--- src/hdl/dsp_addr_pkg.sv ---
// Shared constants and types for the operand address and repeat block.
// Assumes a 16-bit data path and a 32-bit classic Wishbone register port.
package dsp_addr_pkg;

  // ----------------------------------------------------------------
  // Widths and instruction word fields
  // ----------------------------------------------------------------
  localparam int DATA_W = 16;
  localparam int PAGE_W = 9;
  localparam int OFFS_W = 7;
  localparam int SEL_W = 3;
  localparam int AUX_N = 8;
  localparam int SHORT_IMM_W = 8;
  localparam int UPD_LSB = 4;
  localparam int LOAD_SEL_BIT = 3;
  localparam int SEL_LSB = 0;

  // ----------------------------------------------------------------
  // Register map (byte addresses) and field positions
  // ----------------------------------------------------------------
  localparam logic [7:0] REG_CTRL = 8'h00;
  localparam logic [7:0] REG_STATUS = 8'h04;
  localparam logic [7:0] REG_WAIT = 8'h08;
  localparam logic [7:0] REG_AUX_BASE = 8'h20;
  localparam logic [7:0] REG_AUX_END = 8'h40;
  localparam int AUX_IDX_LSB = 2;
  localparam int CTRL_PAGE_LSB = 0;
  localparam int CTRL_SEL_LSB = 16;
  localparam int STAT_CNT_LSB = 0;
  localparam int STAT_ACTIVE_BIT = 16;
  localparam int STAT_HOLD_BIT = 17;
  localparam int WAIT_LSB = 0;

  // ----------------------------------------------------------------
  // Reset values and memory map limits
  // ----------------------------------------------------------------
  localparam logic [2:0] WAIT_RESET = 3'h7;
  localparam logic [15:0] ONCHIP_TOP = 16'h0800;

  // ----------------------------------------------------------------
  // Enumerations and carriers
  // ----------------------------------------------------------------
  typedef enum logic [1:0] {
    MODE_DIRECT, MODE_INDIRECT, MODE_IMMEDIATE, MODE_REGISTER
  } addr_mode_t;

  typedef enum logic [2:0] {
    UPD_NONE, UPD_INC, UPD_DEC, UPD_ADD_IDX, UPD_SUB_IDX,
    UPD_REV_ADD, UPD_REV_SUB, UPD_SPARE
  } aux_update_t;

  typedef struct packed {
    addr_mode_t mode;
    logic long_imm;
    logic is_repeat;
    logic [15:0] word;
  } prog_t;

  typedef struct packed {
    logic [15:0] addr;
    logic [15:0] data;
    logic addr_valid;
    logic data_valid;
  } op_result_t;

endpackage

--- src/hdl/aux_addr_update.sv ---
// Post-access update of one auxiliary address register.
// Pure combinational; the caller applies the result after the access.
`timescale 1ns/1ps
`default_nettype none

module aux_addr_update (
  // Current pointer, index register and update code
  input wire logic [15:0] cur,
  input wire logic [15:0] idx,
  input wire dsp_addr_pkg::aux_update_t code,
  // Updated pointer
  output logic [15:0] next_addr
);

  logic [15:0] cur_rev;
  logic [15:0] idx_rev;
  logic [15:0] sum_rev;
  logic [15:0] diff_rev;
  logic [15:0] sum_fwd;
  logic [15:0] diff_fwd;

  // ----------------------------------------------------------------
  // Bit reversal, so the carry runs from the top bit downward
  // ----------------------------------------------------------------
  for (genvar i = 0; i < 16; i++) begin : g_rev
    assign cur_rev[i] = cur[15-i];
    assign idx_rev[i] = idx[15-i];
    assign sum_fwd[i] = sum_rev[15-i];
    assign diff_fwd[i] = diff_rev[15-i];
  end

  assign sum_rev = cur_rev + idx_rev;
  assign diff_rev = cur_rev - idx_rev;

  // Update selection; plain steps wrap at 16 bits
  always_comb begin
    case (code)
      dsp_addr_pkg::UPD_INC: next_addr = cur + 16'h0001;
      dsp_addr_pkg::UPD_DEC: next_addr = cur - 16'h0001;
      dsp_addr_pkg::UPD_ADD_IDX: next_addr = cur + idx;
      dsp_addr_pkg::UPD_SUB_IDX: next_addr = cur - idx;
      dsp_addr_pkg::UPD_REV_ADD: next_addr = sum_fwd;
      dsp_addr_pkg::UPD_REV_SUB: next_addr = diff_fwd;
      default: next_addr = cur;
    endcase
  end

endmodule

`default_nettype wire

--- src/hdl/dsp_operand_address_and_repeat.sv ---
// Operand address generation and repeat control for a 16-bit DSP core.
// Assumes a program word stream with decoded mode sideband, memory read
// data one cycle after an address, and a classic Wishbone master.
//
// Function
// - direct address is page pointer over seven instruction offset bits
// - indirect address comes from aux register picked by 3-bit selector
// - indirect offers six post updates incl. bit-reversed add and subtract
// - aux update in the same cycle; selector changes only after access
// - short immediate from instruction field, long from second word
// - register mode takes a 16-bit core register value, no address
// - repeat loads counter from memory word or 8-bit immediate
// - counter value N gives N+1 executions of a next one-word instruction; a two-word one runs once
// - core reset clears the repeat counter
// - all interrupts held off from repeat decode to loop end
// - each repeated iteration with an on-chip operand completes in one cycle
// - next program word is prefetched while current one executes
// - off-chip operand access adds extra cycles
// - one-word and two-word instruction forms are both decoded
`timescale 1ns/1ps
`default_nettype none

module dsp_operand_address_and_repeat (
  // Clock and synchronous reset
  input wire logic CORE_CLK,
  input wire logic RESET_N,
  // Program word stream
  input wire logic PROG_VALID,
  input wire dsp_addr_pkg::prog_t PROG_WORD,
  output logic PROG_READY,
  // Operand sources
  input wire logic [15:0] MEM_RDATA,
  input wire logic [15:0] REG_OPERAND,
  // Operand result and interrupt hold
  output dsp_addr_pkg::op_result_t OP_RESULT,
  output logic INT_HOLD,
  // Wishbone slave
  input wire logic WB_CYC_I,
  input wire logic WB_STB_I,
  input wire logic WB_WE_I,
  input wire logic [7:0] WB_ADR_I,
  input wire logic [3:0] WB_SEL_I,
  input wire logic [31:0] WB_DAT_I,
  output logic WB_ACK_O,
  output logic [31:0] WB_DAT_O
);

  typedef enum logic [2:0] {
    S_DECODE, S_LONG, S_LOAD_RPT, S_REPEAT, S_WAIT
  } state_t;

  state_t state;
  state_t ret_state;
  state_t target;
  logic [2:0] wait_cnt;
  logic [2:0] wait_states;
  logic [8:0] page_ptr;
  logic [2:0] aux_sel;
  logic [15:0] aux_regs [8];
  logic [15:0] repeat_counter;
  logic armed;
  dsp_addr_pkg::prog_t pf;
  dsp_addr_pkg::prog_t held;
  dsp_addr_pkg::prog_t exec;
  logic pf_full;
  logic next_pf_full;
  logic take;
  logic consume;
  logic issue;
  logic iter;
  logic last_iter;
  logic iter_done;
  logic mem_access;
  logic off_chip;
  logic hw_aux_we;
  logic [15:0] cur_aux;
  logic [15:0] eff_addr;
  logic [15:0] aux_next;
  logic wb_req;
  logic wb_wr;
  logic aux_hit;
  logic [31:0] ctrl_rd;
  logic [31:0] ctrl_new;
  logic [31:0] aux_new;
  logic [31:0] rd_val;

  // ----------------------------------------------------------------
  // Helpers
  // ----------------------------------------------------------------
  // Byte-lane merge of a write into an old word
  function automatic logic [31:0] merge(input logic [31:0] old,
                                        input logic [31:0] nw,
                                        input logic [3:0] sel);
    logic [31:0] res;
    res = old;
    for (int b = 0; b < 4; b++) begin
      if (sel[b]) begin
        res[8*b +: 8] = nw[8*b +: 8];
      end
    end
    return res;
  endfunction

  // ----------------------------------------------------------------
  // Issue decode
  // ----------------------------------------------------------------
  // Current instruction, addresses and step control
  always_comb begin
    exec = pf;
    if (state == S_REPEAT || state == S_LONG) begin
      exec = held;
    end
    cur_aux = aux_regs[aux_sel];
    mem_access = exec.mode == dsp_addr_pkg::MODE_DIRECT ||
                 exec.mode == dsp_addr_pkg::MODE_INDIRECT;
    if (exec.mode == dsp_addr_pkg::MODE_INDIRECT) begin
      eff_addr = cur_aux;
    end else begin
      eff_addr = {page_ptr, exec.word[dsp_addr_pkg::OFFS_W-1:0]};
    end
    consume = (state == S_DECODE || state == S_LONG) && pf_full;
    issue = (state == S_DECODE && pf_full && !pf.long_imm) ||
            (state == S_LONG && pf_full) || state == S_REPEAT;
    iter = (armed && !exec.is_repeat && consume && issue) ||
           state == S_REPEAT;
    last_iter = iter && repeat_counter == 16'h0000;
    iter_done = last_iter || (iter && state == S_LONG);
    off_chip = issue && mem_access && eff_addr >= dsp_addr_pkg::ONCHIP_TOP;
    hw_aux_we = issue && exec.mode == dsp_addr_pkg::MODE_INDIRECT;
    case (state)
      S_DECODE: begin
        if (pf.long_imm) begin
          target = S_LONG;
        end else if (pf.is_repeat && mem_access) begin
          target = S_LOAD_RPT;
        end else if (iter && !last_iter) begin
          target = S_REPEAT;
        end else begin
          target = S_DECODE;
        end
      end
      S_REPEAT: target = last_iter ? S_DECODE : S_REPEAT;
      default: target = S_DECODE;
    endcase
  end

  aux_addr_update u_aux_update (
    .cur(cur_aux),
    .idx(aux_regs[0]),
    .code(dsp_addr_pkg::aux_update_t'(exec.word[dsp_addr_pkg::UPD_LSB +: 3])),
    .next_addr(aux_next)
  );

  // ----------------------------------------------------------------
  // Sequencer
  // ----------------------------------------------------------------
  // State, wait-state stall and held instruction
  always_ff @(posedge CORE_CLK) begin
    if (!RESET_N) begin
      state <= S_DECODE;
      ret_state <= S_DECODE;
      wait_cnt <= 3'h0;
      held <= '0;
    end else if (state == S_WAIT) begin
      if (wait_cnt == 3'h0) begin
        state <= ret_state;
      end else begin
        wait_cnt <= wait_cnt - 3'h1;
      end
    end else begin
      if (state == S_DECODE && pf_full) begin
        held <= pf;
      end
      if (off_chip) begin
        state <= S_WAIT;
        ret_state <= target;
        wait_cnt <= wait_states;
      end else if (issue || consume || state == S_LOAD_RPT) begin
        state <= target;
      end
    end
  end

  // Repeat counter, arming and interrupt hold
  always_ff @(posedge CORE_CLK) begin
    if (!RESET_N) begin
      repeat_counter <= 16'h0000;
      armed <= 1'b0;
      INT_HOLD <= 1'b0;
    end else if (issue && exec.is_repeat && state == S_DECODE) begin
      INT_HOLD <= 1'b1;
      armed <= exec.mode == dsp_addr_pkg::MODE_IMMEDIATE;
      if (exec.mode == dsp_addr_pkg::MODE_IMMEDIATE) begin
        repeat_counter <= {8'h00, exec.word[7:0]};
      end
    end else if (state == S_LOAD_RPT) begin
      repeat_counter <= MEM_RDATA;
      armed <= 1'b1;
    end else if (iter) begin
      armed <= 1'b0;
      if (iter_done) begin
        INT_HOLD <= 1'b0;
        repeat_counter <= 16'h0000;
      end else begin
        repeat_counter <= repeat_counter - 16'h0001;
      end
    end
  end

  // Operand result, one pulse per issued access
  always_ff @(posedge CORE_CLK) begin
    if (!RESET_N) begin
      OP_RESULT <= '0;
    end else begin
      OP_RESULT.addr_valid <= 1'b0;
      OP_RESULT.data_valid <= 1'b0;
      if (issue) begin
        case (exec.mode)
          dsp_addr_pkg::MODE_IMMEDIATE: begin
            if (state == S_LONG) begin
              OP_RESULT.data <= pf.word;
            end else begin
              OP_RESULT.data <= {8'h00, exec.word[7:0]};
            end
            OP_RESULT.data_valid <= !exec.is_repeat;
          end
          dsp_addr_pkg::MODE_REGISTER: begin
            OP_RESULT.data <= REG_OPERAND;
            OP_RESULT.data_valid <= 1'b1;
          end
          default: begin
            OP_RESULT.addr <= eff_addr;
            OP_RESULT.addr_valid <= 1'b1;
          end
        endcase
      end
    end
  end

  // ----------------------------------------------------------------
  // Prefetch slot
  // ----------------------------------------------------------------
  assign take = PROG_VALID && PROG_READY;
  assign next_pf_full = (pf_full && !consume) || take;

  // Fills while the current instruction executes
  always_ff @(posedge CORE_CLK) begin
    if (!RESET_N) begin
      pf <= '0;
      pf_full <= 1'b0;
      PROG_READY <= 1'b0;
    end else begin
      if (take) begin
        pf <= PROG_WORD;
      end
      pf_full <= next_pf_full;
      PROG_READY <= !next_pf_full;
    end
  end

  // ----------------------------------------------------------------
  // Register file and Wishbone slave
  // ----------------------------------------------------------------
  assign wb_req = WB_CYC_I && WB_STB_I && !WB_ACK_O;
  assign wb_wr = WB_CYC_I && WB_STB_I && WB_WE_I && WB_ACK_O;
  assign aux_hit = WB_ADR_I >= dsp_addr_pkg::REG_AUX_BASE &&
                   WB_ADR_I < dsp_addr_pkg::REG_AUX_END;

  // Read value decode
  always_comb begin
    ctrl_rd = 32'h0000_0000;
    ctrl_rd[dsp_addr_pkg::CTRL_PAGE_LSB +: 9] = page_ptr;
    ctrl_rd[dsp_addr_pkg::CTRL_SEL_LSB +: 3] = aux_sel;
    // Byte-lane merged write values for control and the addressed aux reg
    ctrl_new = merge(ctrl_rd, WB_DAT_I, WB_SEL_I);
    aux_new = merge({16'h0000,
                     aux_regs[WB_ADR_I[dsp_addr_pkg::AUX_IDX_LSB +: 3]]},
                    WB_DAT_I, WB_SEL_I);
    rd_val = 32'h0000_0000;
    if (WB_ADR_I == dsp_addr_pkg::REG_CTRL) begin
      rd_val = ctrl_rd;
    end else if (WB_ADR_I == dsp_addr_pkg::REG_STATUS) begin
      rd_val[dsp_addr_pkg::STAT_CNT_LSB +: 16] = repeat_counter;
      rd_val[dsp_addr_pkg::STAT_ACTIVE_BIT] = armed || state == S_REPEAT;
      rd_val[dsp_addr_pkg::STAT_HOLD_BIT] = INT_HOLD;
    end else if (WB_ADR_I == dsp_addr_pkg::REG_WAIT) begin
      rd_val[dsp_addr_pkg::WAIT_LSB +: 3] = wait_states;
    end else if (aux_hit) begin
      rd_val[15:0] = aux_regs[WB_ADR_I[dsp_addr_pkg::AUX_IDX_LSB +: 3]];
    end
  end

  // Bus handshake, ack one cycle after the request
  always_ff @(posedge CORE_CLK) begin
    if (!RESET_N) begin
      WB_ACK_O <= 1'b0;
      WB_DAT_O <= 32'h0000_0000;
    end else begin
      WB_ACK_O <= wb_req;
      if (wb_req) begin
        WB_DAT_O <= rd_val;
      end
    end
  end

  // Page pointer, selector and wait states; hardware update wins
  always_ff @(posedge CORE_CLK) begin
    if (!RESET_N) begin
      page_ptr <= 9'h000;
      aux_sel <= 3'h0;
      wait_states <= dsp_addr_pkg::WAIT_RESET;
    end else begin
      if (wb_wr && WB_ADR_I == dsp_addr_pkg::REG_CTRL) begin
        page_ptr <= ctrl_new[dsp_addr_pkg::CTRL_PAGE_LSB +: 9];
        aux_sel <= ctrl_new[dsp_addr_pkg::CTRL_SEL_LSB +: 3];
      end
      if (wb_wr && WB_ADR_I == dsp_addr_pkg::REG_WAIT && WB_SEL_I[0]) begin
        wait_states <= WB_DAT_I[2:0];
      end
      if (hw_aux_we && exec.word[dsp_addr_pkg::LOAD_SEL_BIT]) begin
        aux_sel <= exec.word[dsp_addr_pkg::SEL_LSB +: 3];
      end
    end
  end

  // Auxiliary registers, post-modified after each indirect access
  for (genvar i = 0; i < dsp_addr_pkg::AUX_N; i++) begin : g_aux
    always_ff @(posedge CORE_CLK) begin
      if (!RESET_N) begin
        aux_regs[i] <= 16'h0000;
      end else if (hw_aux_we && aux_sel == 3'(i)) begin
        aux_regs[i] <= aux_next;
      end else if (wb_wr && aux_hit &&
                   WB_ADR_I[dsp_addr_pkg::AUX_IDX_LSB +: 3] == 3'(i)) begin
        aux_regs[i] <= aux_new[15:0];
      end
    end
  end

  // ----------------------------------------------------------------
  // Assertions
  // ----------------------------------------------------------------
  logic [16:0] iter_seen;
  logic [16:0] loaded_n;

  // Iteration tally for the loop count check
  always_ff @(posedge CORE_CLK) begin
    if (!RESET_N) begin
      iter_seen <= 17'h00000;
      loaded_n <= 17'h00000;
    end else begin
      if (state == S_LOAD_RPT) begin
        loaded_n <= {1'b0, MEM_RDATA};
      end else if (issue && exec.is_repeat && state == S_DECODE) begin
        loaded_n <= {9'h000, exec.word[7:0]};
      end
      if (iter) begin
        iter_seen <= armed ? 17'h00001 : iter_seen + 17'h00001;
      end
    end
  end
endmodule

`default_nettype wire

--- config.mk ---
export PLATFORM = sky130hd
export DESIGN_NAME = dsp_operand_address_and_repeat
export DESIGN_NICKNAME = d
export VERILOG_FILES = /design/src/hdl/dsp_addr_pkg.sv /design/src/hdl/aux_addr_update.sv /design/src/hdl/dsp_operand_address_and_repeat.sv
export SDC_FILE = /design/constraint.sdc
export NUM_CORES = 1
export LEC_CHECK = 0
export ABC_AREA = 1
export BUFFER_PORTS_ARGS = -buffer_cell sky130_fd_sc_hd__buf_2
export CAP_MARGIN = 20
export CORE_MARGIN = 2
export CORE_UTILIZATION = 49
export CTS_BUF_LIST = sky130_fd_sc_hd__clkbuf_16
export DETAILED_ROUTE_END_ITERATION = 8
export PLACE_DENSITY = 0.72
export SLEW_MARGIN = 40
export SYNTH_ARGS = -nofsm -noshare
export SYNTH_HDL_FRONTEND = slang
export SYNTH_SLANG_ARGS = --single-unit
export TNS_END_PERCENT = 30
--- constraint.sdc ---
create_clock -name CORE_CLK -period 9.5 [get_ports CORE_CLK]
set_input_delay 1.425 -clock CORE_CLK [delete_from_list [all_inputs] [get_ports CORE_CLK]]
set_output_delay 1.425 -clock CORE_CLK [all_outputs]
set_load 0.02 [all_outputs]
* Word level (Yosys, flattened, before mapping)
Memory sizes are Yosys's and may differ from the RTL's. A register that Yosys moved wholly into a read port is not among the register bits.
Cells that the tools add are included.
** Word-level totals
- Flip-flop bits (word level) :: 151
- Bits in writable memories :: 128
- Bits of input ports :: 102
- Output and inout bits :: 69
- Logic and storage cells :: 296
- Memories kept :: 1
** Memory list
- aux_regs :: words 8, width 16, read ports 3, clocked after memory_dff 1, wr ports 8, RTL line dsp_operand_address_and_repeat.sv:59 : logic [15:0] aux_regs [8];
** Operators by class
- $add $sub $neg :: 8
- Magnitude comparators :: 3
- Eq/ne operators :: 33
- Muxes and demuxes :: 118
- Bitwise operators :: 18
- Reduce and logical (&&, ||, !) cells :: 89
** Operators by type and width (number)
- 2-to-1 mux 16 bit :: 25
- one-hot mux 16 bit (6 select lines) :: 1
- 2-to-1 mux 1 bit :: 66
- logical AND 1 bit :: 44
- 2-to-1 mux 3 bit :: 13
- == test 3 bit, second input constant :: 12
- adder 16 bit :: 2
- one-hot mux 16 bit (2 select lines) :: 1
- subtractor 16 x 1 -> 16 bit, second input constant :: 2
- subtractor 16 bit :: 2
- == test 3 x 2 -> 1 bit, second input constant :: 8
- AND reduction 2 bit :: 11
- 2-to-1 mux 20 bit :: 1
- 2-to-1 mux 18 bit :: 1
- adder 16 x 1 -> 16 bit, second input constant :: 1
- >= comparator 16 x 12 -> 1 bit, second input constant :: 1
- zero test 16 bit :: 1
- 2-to-1 mux 8 bit :: 2
- OR 1 bit :: 16
- 2-to-1 mux 13 bit :: 1
- == test 3 x 1 -> 1 bit, second input constant :: 4
- zero test 3 bit :: 4
- nonzero test 2 bit :: 6
- logical OR 1 bit :: 11
- other kinds (19) :: 33

* Logic depth before layout (Yosys ltp)
Gate-level depths: netlist (run 1).
- Depth after elaboration :: 18
- Depth in mapped cells :: 25
- Depth with buffers taken out :: 25

* Hierarchy
From an unflattened synthesis (run 1), not the netlist that was laid out.
** Second synthesis, totals
- Cell total of the unflattened synthesis :: 2400
- Area total of the unflattened synthesis :: 17180.2 µm²
** Modules (own cells, without submodules)
- dsp_operand_address_and_repeat :: times used 1, cells an instance 1752, area an instance 13814.5 µm², sequential area each 6466.2 µm²
- aux_addr_update :: times used 1, cells an instance 648, area an instance 3365.7 µm², sequential area each 0.0 µm²

* Least setup slack after synthesis (run 1)
No wires, ideal clock.
- Path kind :: in2reg
- From :: input port WB_ADR_I[6]
- To :: memory aux_regs[1][0] (enable)
- Library setup time :: 411 ps
- Arrival time :: 3300 ps
- Required time :: 9089 ps
- Slack :: 5789 ps
- Cell stages on the path :: 7
- Path buffers :: 0
- Cell sequence :: nor2_1 nand2_1 nor2_1 inv_1 nor2_1 inv_1 o21ai_0
** RTL lines
- start, declared :: RTL line dsp_operand_address_and_repeat.sv:41 : input wire logic [7:0] WB_ADR_I,
- end, declared :: RTL line dsp_operand_address_and_repeat.sv:59

==> results.toml, run 1 <==
[timing]
finalCritPeriodShare_pct = 56.14
grt_setup_unrepaired = "no"
finalSetupViolations = 0
clock_skew_ns = 0.03096
setup_slack_ns = 4.166
setup_tns_ns = 0
hold_viol_final = 0
fmax_mhz = 187.5
worst_pin_slew_ns = 0.9413
slew_headroom_pct = 36.86
drv_slew = 0
period_minus_slack_ns = 5.334

[route]
vias = 18320
final_antenna_net_count = 0
drc_errors = 0
wl_per_cell_um = 21.06
drt-initial-drc-count = 2216
drt-total-wl_mm = 63.63
viasPerCell = 6.062
drtPass1Iterations = 6

[hold_path]
hold_path_class = "reg -> reg"

[logic_synthesis]
synth_compound_area_share_pct = 24.26
ys_warn_count = 0
yosys.area_share.adder_pct = 3.933
synth_top_area_share_pct = 22.05
post-synth-top-area-cell = "edfxtp_1"
synth_cells = 2451
yosys.area_share.xor_xnor_pct = 1.206
ys_seq_area_share_pct = 37.09
synth_area_leaders = "edfxtp_1 22%, dfxtp_1 15%, nand2_1 12%"
synth_edf_count = 128
avgSynthCellArea_um2 = 7.114
synth.area.mux_share_pct = 0
synth_seq_cells = 259
yosysUniqueCellTypes = 61
synth_top_family_by_area = "compound AO/OA/AOI/OAI gates"
yosysMostFrequentCell = "nand2_1"
netlist_area_mm2 = 0.01744
ys.flop_type = "dfxtp_1"
synthTopCellsByCount = "536 x nand2_1, 264 x inv_1, 260 x o21ai_0"
synth_simple_gate_area_share_pct = 23.92
synthArstFlopShare_pct = 0

[finish]
drive_above_1_share_pct = 12.07
syn2layout_area_growth_pct = 10.79
final.fill_count = 3411
diodes = 0
nets = 2692
regArea_mm2 = 0.006467
multi_input_area_mm2 = 0.009382
fin_cells = 3022
design_area_mm2 = 0.01932

[cts]
clk_pin_slew_ns = 0.06
clk_latency_ns = 0.59
cts-root-buf = "clkbuf_16"
cts_hold_buf = 0
clock_path_buffers = 3
tritoncts = "yes"
cts.sinks = 259
numCtsBuffers = 30
post_cts_buffers = 0
cts_resized = 0
cts_htree_levels = 1

[floorplanning]
row_count = 69
core_area_mm2 = 0.03531
start_util_pct = 49.38
boundaryPins = 171
dieArea_mm2 = 0.03711
fp.dieW_um = 192.6
dieHeight_um = 192.6

[worst_setup_path]
start_kind = "flop"
crit_type = "reg -> reg"
cp.arrival_ns = 5.66
endpoint_kind = "flop"
required_ns = 9.82
critical_path.max_fanout = 36

[run]
maxCapViolations = 0

[global_route]
grt_pass1_wl_mm = 94.83
grt-ovfl-total = 0
grt_start_max_net_pins = 91
grt_usage_pct = 33.39
antenna_found_initial = 1
grt_pass1_vias = 16550

[place]
dp_slack_ns = 4.483
port_buffers = 143
placed_cell_area_mm2 = 0.01839
dp_hpwl_mm = 45.71
placed_cells = 2966
place_congestion = 0.9881

[power_and_ir_drop]
powerDensity_mw_per_mm2 = 155.3
power_mw = 2.999
leakage_nw = 8.396
vdd_drop_max_mv = 0.1590

[run_status]
outcome = "complete, no violations"
## worst max-delay path, cell delays in order (launching register included)
cell and delay [ns]:
dfxtp_2 0.34, inv_2 0.50, buf_4 0.45, nor2_1 0.08, o21ai_0 0.49, nor2_1 0.10, a31oi_1 0.63, ha_1 0.47
a21oi_1 0.32, a21boi_0 0.34, inv_1 0.14, o21ai_0 0.16, o21ai_0 0.19, a21oi_1 0.46, nand2_2 0.22, nand2_1 0.12
o21ai_1 0.06
## layout by cell type (no fill, tap or decap), types with 7 or more instances in the layout
cell,instances
or2_2,9
o21ai_1,98
nor3_1,25
buf_2,143
a31oi_1,14
a21boi_0,7
o22ai_1,56
conb_1,13
o211ai_1,40
edfxtp_1,128
nand2_2,16
buf_4,23
xor2_1,19
inv_1,266
nand2_1,536
nand3_1,127
a21oi_1,205
o21bai_1,8
o31ai_1,7
nor2_2,11
nor2_4,9
clkbuf_16,30
ha_1,50
nand3_2,11
a22oi_1,15
dfxtp_1,130
nor2_1,161
inv_2,20
o21ai_0,252
clkinv_1,18
nand4_1,21
## cells by family (layout without fill, tap and decap cells)
kind of cell / count (synthesis) / count (layout)
simple gates: 948 / 948
compound gates: 752 / 752
buf+inv: 414 / 512
flops: 259 / 259
fa+ha+maj: 53 / 53
xor+xnor: 24 / 24
other cells: 1 / 13
## report_power, final
group / switching [mW] / internal [mW]
logic: 0.482 / 0.187
registers: 0.0304 / 1.21
clock network: 0.490 / 0.599
total: 1.00 / 2.00
## flip-flops by register name, summed over array words and instances (netlist names), named ones only
name and flops:
aux_regs 128, OP_RESULT 34, pf 20, WB_DAT_O 19
repeat_counter 16, held 11, page_ptr 9, aux_sel 3
state 3, wait_cnt 3, wait_states 3, ret_state 2
INT_HOLD 1, PROG_READY 1, WB_ACK_O 1, armed 1
pf_full 1
## layer usage
metal | part of all wire, % | vias up | global-route usage (%)
met4 | 4.2 | 2 | 13.56
met3 | 12 | 164 | 6.001
met2 | 44 | 1149 | 51.60
met1 | 40 | 8477 | 46.09
met5 | 0.016 | - | 0
li1 | - | 8528 | -
## area by class of cell
type                    count  share of cell area (%)
clock inverters            26                  0.7967
flip-flops and latches    259                   33.48
well taps                 461                   2.986
repair buffers            167                   4.657
clock buffers              30                   3.887
multi-input cells        1790                   48.57
inverters                 289                   5.622
## metrics by stage
stage	hold WS, ns	utilization (%)
floorplan	0.4245	-
global placement	0.4338	52.03
detailed placement	0.4418	52.09
CTS	0.4487	54.65
global route	0.4695	54.70
finish	0.4501	54.70
## worst paths after layout
| path | startpoint | endpoint | slack, ns | cells past startpoint |
|---|---|---|---|---|
| setup / recovery | flop | aux_regs[0][9] | 4.17 | 16 |
| hold / removal | pf[12] | pf[12] | 0.45 | 2 |
| setup reg to reg | flop | aux_regs[0][9] | 4.17 | 16 |
| hold reg to reg | pf[12] | pf[12] | 0.45 | 2 |
(Power assumes the default switching activity.)
==> run 2, diff against run 1 <==
Settings changed: ABC_AREA 1 to 0.
Clock period 9.5 ns to 5.45 ns, I/O delays scaled along.
==> run 2 against run 1 <==
Against the previous run:
- via count down 16%
- register-to-register slack worse by 3.7 ns
- sequential share of layout area up 1.0 points
- design area down 2.9%
- die area down 5.1%
- synthesized cell count down 29%
- final cell count down 23%
- maximum frequency up 7.1%
- critical path type unchanged
- highest routed layer is now met4
==> results.toml, run 2 <==
[finish]
top_register = "aux_regs"
design_area_mm2 = 0.01875
final.fill_count = 2988
final_cell_mix = "192 x nand2_1, 166 x nor2_1, 142 x buf_2"
final_common_cell = "nand2_1"
largest_reg_flops = 128
multi_input_area_mm2 = 0.009450
syn2layout_area_growth_pct = 13.43
drive_above_1_share_pct = 21.42
reg_top3 = "aux_regs: 128 flops, OP_RESULT: 34 flops, pf: 20 flops"
nets = 2019
regArea_mm2 = 0.006467

[timing]
drv_slew = 0
slew_headroom_pct = 38.44
fmax_mhz = 200.8
clock_skew_ns = 0.06349
setup_tns_ns = 0
hold_viol_final = 0
finalSetupViolations = 0
finalCritPeriodShare_pct = 91.37
worst_pin_slew_ns = 0.9234
holdWs_ns = 0.4516
grt_setup_unrepaired = "no"
period_minus_slack_ns = 4.980

[run]
maxCapViolations = 0

[power_and_ir_drop]
powerDensity_mw_per_mm2 = 250.1
power_frac_seq_pct = 45.5
leakage_nw = 7.015
power_mw = 4.690
vdd_drop_max_mv = 0.2472
p_int_mw = 3.351
switching_share_pct = 28.56
power_switching_mw = 1.339
pwr-share-comb_pct = 16.2
clock_power_share_pct = 38.3

[route]
vias = 15340
drc_errors = 0
drt-total-wl_mm = 54.64
final_antenna_net_count = 0
drtPass1Iterations = 6
wl_per_cell_um = 23.40
viasPerCell = 6.568
drt-initial-drc-count = 1939

[cts]
cts-root-buf = "clkbuf_16"
cts_htree_levels = 1
numCtsBuffers = 28
clock_path_buffers = 3
cts_resized = 0
tritoncts = "yes"
cts_hold_buf = 0
post_cts_buffers = 0
clk_pin_slew_ns = 0.06
cts.sinks = 259
clk_latency_ns = 0.59

[run_status]
outcome = "complete, no violations"

[floorplanning]
boundaryPins = 171
start_util_pct = 49.55
core_area_mm2 = 0.03336
dieArea_mm2 = 0.03522
row_count = 67
dieHeight_um = 187.7
fp.dieW_um = 187.7

[worst_setup_path]
crit_type = "reg -> reg"
crit_chain = "buf_4 -> mux4_2 -> mux2_2 -> ha_1 -> inv_1 -> o21a_1 -> o21bai_1 -> o41a_1 -> a31oi_1 -> a211oi_1 -> xnor2_1 -> a221oi_2 -> buf_4 -> o22ai_1"
start_kind = "flop"
cpPeakStageDelay_ns = 0.55
required_ns = 5.75
slowest_stage = "dfxtp_2"
rr_worst_depth = 14
cp.arrival_ns = 5.28
cpMostUsedCell = "buf_4"
critical_path.max_fanout = 12
endpoint_kind = "flop"
worstReg2RegEnd = "aux_regs[3][0]"
rrSetupSlack_ns = 0.47

[global_route]
grt_start_max_net_pins = 88
grt-ovfl-total = 0
grt_usage_pct = 30.31
antenna_found_initial = 0
grt_pass1_vias = 14460
grt_pass1_wl_mm = 83.86

[logic_synthesis]
synth_top_area_share_pct = 23.25
ys_seq_area_share_pct = 39.11
ys_warn_count = 0
synth_seq_cells = 259
synth_cells = 1748
synthTopCellsByCount = "193 x nand2_1, 169 x nor2_1, 137 x a21oi_1"
synth_edf_count = 128
post-synth-top-area-cell = "edfxtp_1"
avgSynthCellArea_um2 = 9.458
yosysUniqueCellTypes = 92
synthArstFlopShare_pct = 0
synth_area_leaders = "edfxtp_1 23%, dfxtp_1 16%, mux4_2 8.7%"
ys.flop_type = "dfxtp_1"
yosysMostFrequentCell = "nand2_1"
netlist_area_mm2 = 0.01653

[hold_path]
hold_depth = 2
hold_path_class = "reg -> reg"
hp-start = "OP_RESULT[30]"
hold_path_end = "OP_RESULT[30]"

[place]
placed_cell_area_mm2 = 0.01784
port_buffers = 143
dp_hpwl_mm = 39.73
place_congestion = 0.9854
## run 2: cell families after synthesis
family | synth area share [%]
AOI/OAI and AO/OA | 22.02
xor gates and xnor gates | 1.794
adders and majority gates | 4.216
buffers and inverters | 4.889
DFF | 39.11
muxes | 13.53
other | 0.02268
and+or+nand+nor | 14.42
## run 2: stage by stage
step,util [%],cells,worst slack [ns]
final,56.21,2335,0.4703
after global routing,56.20,2334,0.2295
after CTS,56.06,2334,0.5651
after detailed placement,53.48,2282,0.5875
after global placement,53.21,2278,0.6708
after floorplan,-,1760,0.9455
## run 2: power by group through the flow
stage	Sequential, mW	Combinational, mW	Clock, mW
after floorplan	2.17	0.473	0
after global placement	2.17	0.717	0
after detailed placement	2.17	0.729	0
after CTS	2.13	0.734	1.81
after global routing	2.14	0.809	1.89
final	2.13	0.760	1.80
## run 2: how the worst max path moves through the flow
stage,start,endpoint,slack (ns),cells past startpoint
3_3_place_gp,flop,aux_regs[4][1],0.67,16
2_1_floorplan,flop,aux_regs[0][15],0.95,17
5_1_grt,flop,aux_regs[4][1],0.23,16
4_1_cts,flop,aux_regs[4][1],0.57,16
6_report,flop,aux_regs[3][0],0.47,14
3_5_place_dp,flop,aux_regs[4][1],0.59,16
## run 2: metal layers
metal  track usage (%)  up-vias  part of all wire [%]
li1                  -     6899                     -
met1             41.63     7298                    40
met2             47.21      980                    45
met3             4.529      160                    10
met4             14.51        0                   5.3
met5                 0        -                     0
## run 2: cell type report
cell class / count / area share [%]
multi-input combinational: 1314 / 50.39
sequential: 259 / 34.49
timing repair buffer: 207 / 6.432
clock buffer: 28 / 3.736
tap: 448 / 2.989
inverter: 54 / 1.088
clock inverter: 24 / 0.8607
antenna: 1 / 0.01334
## run 2: worst max-delay path, delay by kind of cell, from the launching register on
kind                     cells  cell delay, ns
multiplexers                 2            0.93
flip-flops                   1            0.55
AO/OA/AOI/OAI                7            1.94
XOR/XNOR                     1            0.18
adder cells (fa/ha/maj)      1            0.39
buffers and inverters        3            0.70
